--- src/core/cpu_port_regs.vh ---
`ifndef CPU_PORT_REGS_VH
`define CPU_PORT_REGS_VH
// ****************************************************************
// host port constants
// ****************************************************************
`define DATA_W        8
`define ADDR_W        10
`define ADDR_ZERO     10'h000
`define DATA_ZERO     8'h00
`define IRQ_W         8
`define IRQ_ZERO      8'h00
// ack stages: address/control captured, memory read, ack
`define ACK_DELAY     2'h2
`define CNT_ZERO      2'h0
// synchroniser idle: chip select high, all other control pins low
`define CTL_IDLE      6'h20
`endif

--- src/core/cpu_parallel_port.v ---
`timescale 1ns/1ps
`default_nettype none
`include "cpu_port_regs.vh"
module cpu_parallel_port (
    input  wire                 SYS_CLK,
    input  wire                 NRST,
    input  wire                 CS_N,
    input  wire                 ADDR_LATCH_STROBE,
    input  wire                 BUS_MUX_SELECT,
    input  wire                 STROBE_STYLE,
    input  wire                 HOST_STROBE,
    input  wire                 HOST_DIR,
    input  wire [`ADDR_W-1:0]   HOST_ADDR_LINES,
    input  wire [`DATA_W-1:0]   HOST_DATA_IN,
    output reg  [`DATA_W-1:0]   HOST_DATA_OUT,
    output wire                 HOST_DATA_OE_N,
    output wire                 TRANSFER_ACK_OUT,
    output wire                 TRANSFER_ACK_OE_N,
    output wire                 IRQ_OUT,
    output wire                 IRQ_OE_N,
    input  wire [`IRQ_W-1:0]    IRQ_STATUS,
    input  wire [`IRQ_W-1:0]    IRQ_ENABLE,
    output reg  [`ADDR_W-1:0]   MEM_ADDR,
    output reg  [`DATA_W-1:0]   MEM_WDATA,
    output reg                  MEM_WR,
    output reg                  MEM_RD,
    input  wire [`DATA_W-1:0]   MEM_RDATA
);
    // ****************************************************************
    // overview
    // ****************************************************************
    // the host side is asynchronous to SYS_CLK, so every control pin,
    // the address lines and the data lines pass two flops first; the
    // cost is two cycles of latency before a request is seen
    // data and address ride the same sync depth as the strobes, so a
    // host that sets data together with its strobe is captured cleanly
    // one memory access is made per strobe; the sequencer will not
    // start another until the synced strobe or select has gone idle
    // open-drain pins are modelled as a constant low value plus an
    // active-low enable; the board pull-ups supply the high level
    // interrupt gating is plain combinational logic on same-clock
    // inputs, so it needs no synchroniser
    // ****************************************************************
    // pin synchronisers
    // ****************************************************************
    // control pins are from the host's timing, so two flops each
    localparam CW = 6;
    wire [CW-1:0] ctl_raw = {CS_N, ADDR_LATCH_STROBE, BUS_MUX_SELECT,
                             STROBE_STYLE, HOST_STROBE, HOST_DIR};
    reg  [CW-1:0] ctl_m_q;                 // first stage, read only by ctl_s_q
    reg  [CW-1:0] ctl_s_q;                 // second stage
    reg  [`ADDR_W-1:0] addr_m_q;           // address first stage
    reg  [`ADDR_W-1:0] addr_s_q;
    reg  [`DATA_W-1:0] din_m_q;            // data first stage
    reg  [`DATA_W-1:0] din_s_q;

    // both stages reset to idle (chip select high)
    always @(posedge SYS_CLK or negedge NRST) begin
        if (!NRST) begin
            ctl_m_q  <= `CTL_IDLE;
            ctl_s_q  <= `CTL_IDLE;
            addr_m_q <= `ADDR_ZERO;
            addr_s_q <= `ADDR_ZERO;
            din_m_q  <= `DATA_ZERO;
            din_s_q  <= `DATA_ZERO;
        end else begin
            ctl_m_q  <= ctl_raw;
            ctl_s_q  <= ctl_m_q;
            addr_m_q <= HOST_ADDR_LINES;
            addr_s_q <= addr_m_q;
            din_m_q  <= HOST_DATA_IN;
            din_s_q  <= din_m_q;
        end
    end

    wire cs_n   = ctl_s_q[5];
    wire as_in  = ctl_s_q[4];
    wire muxed  = ctl_s_q[3];
    wire style  = ctl_s_q[2];              // high: strobe/read-write style
    wire strb   = ctl_s_q[1];
    wire dir    = ctl_s_q[0];

    // ****************************************************************
    // cycle decode
    // ****************************************************************
    reg rd_act;                            // read cycle in progress
    reg wr_act;                            // write cycle in progress
    // decode per bus style; everything gated by chip select
    // the style pin only matters in multiplexed mode; non-muxed buses
    // always use an active-low strobe with a read/write select
    // limitation: the decode trusts the host to keep strobe and
    // direction steady for the whole access once they are asserted
    always @* begin
        rd_act = 1'b0;
        wr_act = 1'b0;
        if (!cs_n) begin
            if (!muxed) begin
                // active-low strobe, dir high means read
                rd_act = !strb && dir;
                wr_act = !strb && !dir;
            end else if (style) begin
                // muxed strobe style: high strobe, dir is read/write
                rd_act = strb && dir;
                wr_act = strb && !dir;
            end else begin
                // muxed read/write strobes, both active low
                rd_act = !strb;
                wr_act = !dir && strb;
            end
        end
    end

    // ****************************************************************
    // address latch
    // ****************************************************************
    reg [`DATA_W-1:0] alat_q;              // latched low address byte
    // transparent while strobe high, holds after fall; mode gated
    always @(posedge SYS_CLK or negedge NRST) begin
        if (!NRST) begin
            alat_q <= `DATA_ZERO;
        end else if (muxed && as_in) begin
            alat_q <= din_s_q;
        end
    end

    // upper address bits are zero in muxed mode, only eight lines exist
    wire [`ADDR_W-1:0] cur_addr = muxed ? {2'b00, alat_q} : addr_s_q;

    // ****************************************************************
    // transfer sequencer
    // ****************************************************************
    localparam S_IDLE = 2'd0;
    localparam S_BUSY = 2'd1;
    localparam S_ACK  = 2'd2;
    reg [1:0] st_q;                        // sequencer state
    reg [1:0] cnt_q;                       // wait count before ack
    reg       rd_q;                        // cycle is a read
    // one memory access per cycle, ack held until strobe drops
    // timing from the taking edge T:
    //   T    memory strobe and address registered
    //   T+1  read data returns and is copied to the pins
    //   T+3  wait count done, acknowledge asserted
    // the fixed wait keeps the ack behind the read data, at the price
    // of a slower cycle than the memory alone would need
    // a host that deselects early simply ends the ack phase sooner
    always @(posedge SYS_CLK or negedge NRST) begin
        if (!NRST) begin
            st_q          <= S_IDLE;
            cnt_q         <= `CNT_ZERO;
            rd_q          <= 1'b0;
            MEM_ADDR      <= `ADDR_ZERO;
            MEM_WDATA     <= `DATA_ZERO;
            MEM_WR        <= 1'b0;
            MEM_RD        <= 1'b0;
            HOST_DATA_OUT <= `DATA_ZERO;
        end else begin
            MEM_WR <= 1'b0;
            MEM_RD <= 1'b0;
            case (st_q)
                S_IDLE: begin
                    if (rd_act || wr_act) begin
                        st_q     <= S_BUSY;
                        cnt_q    <= `CNT_ZERO;
                        rd_q     <= rd_act;
                        MEM_ADDR <= cur_addr;
                        MEM_WDATA <= din_s_q;
                        MEM_RD   <= rd_act;
                        MEM_WR   <= wr_act;
                    end
                end
                S_BUSY: begin
                    // read data returns the cycle after the strobe
                    if (rd_q) begin
                        HOST_DATA_OUT <= MEM_RDATA;
                    end
                    if (cnt_q == `ACK_DELAY) begin
                        st_q <= S_ACK;
                    end else begin
                        cnt_q <= cnt_q + 2'd1;
                    end
                end
                S_ACK: begin
                    // leave when the host ends the cycle or deselects
                    if (!(rd_act || wr_act)) begin
                        st_q <= S_IDLE;
                    end
                end
                default: begin
                    st_q <= S_IDLE;
                end
            endcase
        end
    end

    // ****************************************************************
    // pin drivers
    // ****************************************************************
    // open drain: output value always low, enable low means driving
    // the ack enable comes straight from the state register, so it
    // cannot glitch; the data enable is combinational so that a host
    // which deselects early gets its bus back without a cycle of delay
    assign TRANSFER_ACK_OUT  = 1'b0;
    assign TRANSFER_ACK_OE_N = !(st_q == S_ACK);
    assign IRQ_OUT           = 1'b0;
    assign IRQ_OE_N          = !(|(IRQ_STATUS & IRQ_ENABLE));
    // drive data only during a live read; a late deselect releases at once
    assign HOST_DATA_OE_N    = !(rd_act && rd_q && st_q != S_IDLE);

endmodule
`default_nettype wire

--- config.mk ---
export PLATFORM = sky130hd
export DESIGN_NAME = cpu_parallel_port
export DESIGN_NICKNAME = d
export VERILOG_FILES = /design/src/core/cpu_parallel_port.v
export VERILOG_INCLUDE_DIRS = /design/src /design/src/core
export SDC_FILE = /design/constraint.sdc
export NUM_CORES = 1
export LEC_CHECK = 0
export ABC_AREA = 1
export BUFFER_PORTS_ARGS = -buffer_cell sky130_fd_sc_hd__buf_4
export CORE_UTILIZATION = 30
export CTS_BUF_LIST = sky130_fd_sc_hd__clkbuf_8
export CTS_CLUSTER_SIZE = 14
export DETAILED_ROUTE_END_ITERATION = 10
export GPL_TIMING_DRIVEN = 0
export SYNTH_ARGS = -nofsm -noshare
export SYNTH_HDL_FRONTEND = slang
export SYNTH_SLANG_ARGS = --single-unit
--- constraint.sdc ---
create_clock -name SYS_CLK -period 3.9 [get_ports SYS_CLK]
set_input_delay 0.39 -clock SYS_CLK [delete_from_list [all_inputs] [get_ports SYS_CLK]]
set_output_delay 0.39 -clock SYS_CLK [all_outputs]
set_load 0.01 [all_outputs]
Word-level counts from Yosys, hierarchy flattened. Cells that the tools add are included.

Flip-flop bits (word level): 89. Output and inout bits: 33.

Muxes and demuxes: 17. Reductions and logical operators: 21. Equal/unequal tests: 7. $add $sub $neg: 1. Bitwise gates (word level): 1.

Operator list (count): two-way mux 10 bit (1); two-way mux 2 bit (5); two-way mux 1 bit (9); bitwise AND 8 bit (1); inequality test 2 bit (second input constant) (4); OR reduction 8 bit (1); logical AND 1 bit (7); one-hot mux 2 bit (3 select lines) (1); AND reduction 3 bit (2); logical NOT 1 bit (5); equality test 2 bit (second input constant) (2); one-hot mux 2 bit (2 select lines) (1); AND reduction 2 bit (2); nonzero test 2 bit (2); adder 2 x 1 -> 2 bit (second input constant) (1); equality test 2 x 1 -> 1 bit (second input constant) (1); logical NOT 2 bit (1); logical OR 1 bit (1).

Logic depth before layout (Yosys ltp).
Word-level depth: 7. Gate-level depth with buffers: 11. Mapped depth without buffers: 9.

Worst setup path after synthesis. No wires, ideal clock.

Kind: reg2out. Start point: register ctl_s_q[3]. End point: output HOST_DATA_OE_N. Data arrival time: 0.896 ns. Stages on the path, launching flop included: 6. Buffers on the path: 1. Path slack: 2.614 ns. Cells stage by stage: dfrtp_1 > buf_6 > nand2_1 > nand2_1 > nand2_1 > o2111ai_1.

Longest elaborated chain between the ends: 5.

RTL lines: start: declaration (line cpu_parallel_port.v:51) `reg [CW-1:0] ctl_s_q;`; start signal: assignment (line cpu_parallel_port.v:61) `` ctl_s_q <= `CTL_IDLE; ``; start signal: assignment (line cpu_parallel_port.v:68) `ctl_s_q <= ctl_m_q;`; two-way mux 1 bit (line cpu_parallel_port.v:97) `if (!muxed) begin`; two-way mux 1 bit (line cpu_parallel_port.v:96) `if (!cs_n) begin`; logical AND 1 bit (2 in a row) (line cpu_parallel_port.v:207) `assign HOST_DATA_OE_N = !(rd_act && rd_q && st_q != S_IDLE);`; logical NOT 1 bit (line cpu_parallel_port.v:207); end: declaration (line cpu_parallel_port.v:16) `output wire HOST_DATA_OE_N,`.

No other way between the ends.

Worst setup path in the final report. Ends and elaborated chain as after synthesis.

==> results.yml <==
outcome:
  status: "finished, final reports clean"
clock_network:
  cts_max_level: 3
  path_clk_slew_ps: 90
  worst_skew_pair.late_latency_ps: 340
  cts_setup_buffers: 0
  cts_max_path_buffers: 2
  clock-sinks: 89
  cts_hold_buf: 0
  cts_root_buf: "clkbuf_8"
  ctsResizeCount: 0
  cts_tree: "built"
  cts_buffers: 9
worst_setup_path:
  cp_num_buf_inv: 3
  crit_path_top_delay_cell: "dfrtp_1"
  path_max_fanout: 9
  crit_family: "buffers and inverters"
  critPathMostFrequentCell: "nand2_4"
  worstPathCellList: "buf_6 > inv_4 > nand2_4 > nand2_4 > nor2_4 > o2111ai_1 > buf_4"
  worstRegToRegCells: 10
  critPathRequiredTime_ps: 3510
  cp-start-kind: "flip-flop"
  crit_path_max_incr_delay_ps: 350
  endpoint_kind: "primary output"
  crit_arrival_ps: 1420
  path_class: "reg2out"
  cp.depth: 7
route:
  route.detailed.drc: 0
  antenna_left: 0
  vias: 1984
  dr.pass1.iters: 4
  first_iter_violations: 77
  vias_per_cell: 4.108
  totalWireLength_um: 5713
  wl_per_cell_um: 11.83
timing:
  period_minus_slack_ps: 1810
  worst_clock_skew_ps: 13.29
  finalMaxSlewViolations: 0
  setup_ws_ps: 2090
  fmax_ghz: 0.5525
  timing.final.crit_share: 0.4641
  worst_pin_slew_ps: 1092
  rsz0062_at_grt: "false"
  hold_viol: 0
  finalSetupViolCount: 0
  maxSlewHeadroom: 0.2721
  fin_tns_setup_ps: 0
final_layout:
  multi_input_area_um2: 770.7
  stdcell_area_um2: 4071
  antennaDiodeCount: 0
  fin_util: 0.4109
  final_cell_mix: "nand2_1, dfrtp_1, buf_4"
  fill_cells: 962
  area_growth_pct: 31.00
  fin_nets: 396
  drive_gt1_frac: 0.3743
  final_common_cell: "nand2_1"
  seqCellArea_um2: 2230
global_route:
  grt_pass1_vias: 1951
  gr-total-overflow: 0
  grt_start_max_net_pins: 90
  antenna_found_initial: 0
  track_usage: 0.1143
  grt_first_pass_wirelength_um: 9549
synth:
  synth_area_leaders: "dfrtp_1, nand2_1, mux2_2, dfstp_2, inv_1"
  synthesis.area_um2: 3108
  async_reset_ff_frac: 1.000
  postSynthCellCount: 253
  yosys_warnings: 0
  ys_types: 24
  yosys.area.top_type: "dfrtp_1"
  syn_area_per_cell_um2: 12.28
  synth_top_area_share: 0.7005
  synth-edff-count: 0
  ys_ff_latch: 89
  ys_seq_area_frac: 0.7174
  synth_flop_cell: "dfrtp_1"
place:
  placed_area_um2: 3879
  dp_hpwl_um: 3939
  portBuffers: 80
  place_congestion: 0.7527
  post-place-ws_ps: 2443
floorplan:
  ioPinCount: 83
  start_util: 0.3136
  die-area_um2: 10770
  die_h_um: 103.8
  rows: 36
  core_area_um2: 9910
  die_w_um: 103.8
power:
  total_power_mw: 2.527
  ir_drop_uv: 223.6
  cellPowerDensity_nw_per_um2: 620.8
  leakage_nw: 2.090
worst_hold_path:
  hold_class: "in2reg"
  min_path_cells: 1
job:
  maxCapViolations: 0
## layout make-up
cell class,count,area share
Buffer,6,0.01291
Clock buffer,9,0.03042
Clock inverter,7,0.01690
Inverter,15,0.01444
Multi-Input combinational cell,144,0.1893
Sequential cell,89,0.5476
Tap cell,133,0.04087
Timing Repair Buffer,80,0.1475
## layer usage
metal  track usage  vias to the layer above  part of all wire
met5             0                        -                 0
met4       0.04694                        0             0.014
met3       0.04342                        4             0.071
met2        0.1846                       66              0.49
met1        0.1373                      945              0.43
li1              -                      969                 -
## worst paths after layout
kind | to | startpoint | slack [ps]
hold / removal | addr_m_q[3]$_DFF_PN0_ | HOST_ADDR_LINES[3] | 140
setup reg to reg | MEM_ADDR[3]$_DFFE_PN0P_ | ctl_s_q[3]$_DFF_PN0_ | 2480
max in group asynchronous | addr_s_q[2]$_DFF_PN0_ | NRST | 2950
setup / recovery | HOST_DATA_OE_N | ctl_s_q[3]$_DFF_PN0_ | 2090
min in group asynchronous | ctl_m_q[2]$_DFF_PN0_ | NRST | 250
hold reg to reg | addr_s_q[6]$_DFF_PN0_ | addr_m_q[6]$_DFF_PN0_ | 350
## synthesized netlist by cell type (3+ instances only)
library cell,instances
mux2_2,13
nand2_1,100
mux2_1,3
nand2_2,3
nand4_1,6
nor2_1,4
dfrtp_1,87
buf_6,3
nand2_4,4
inv_1,12
## state kept, by name (all words and copies together) (netlist names), 6 cells and up
signal         flops
HOST_DATA_OUT      8
MEM_ADDR          10
MEM_WDATA          8
addr_m_q          10
addr_s_q          10
alat_q             8
ctl_m_q            6
ctl_s_q            6
din_m_q            8
din_s_q            8
## report_power, final
group          total, mW  switching, mW  internal [mW]
Combinational      0.679          0.334          0.345
Clock              0.616          0.319          0.296
Sequential          1.23          0.116           1.12
## metrics by stage
step           hold WS [ps]  instances
2_1_floorplan         94.41        254
3_3_place_gp          334.4        467
3_5_place_dp          334.7        467
4_1_cts               123.1        483
5_1_grt               114.9        483
6_report              144.5        483
## cell families after synthesis
logic type	Yosys count	synth area share
adders and majority gates	1	0.004025
AOI/OAI and AO/OA	3	0.007246
muxes	16	0.05797
other	1	0.001207
buffers and inverters	21	0.03583
DFF	89	0.7174
and+or+nand+nor	122	0.1763
Note: power is estimated with default switching activity, not from simulation.
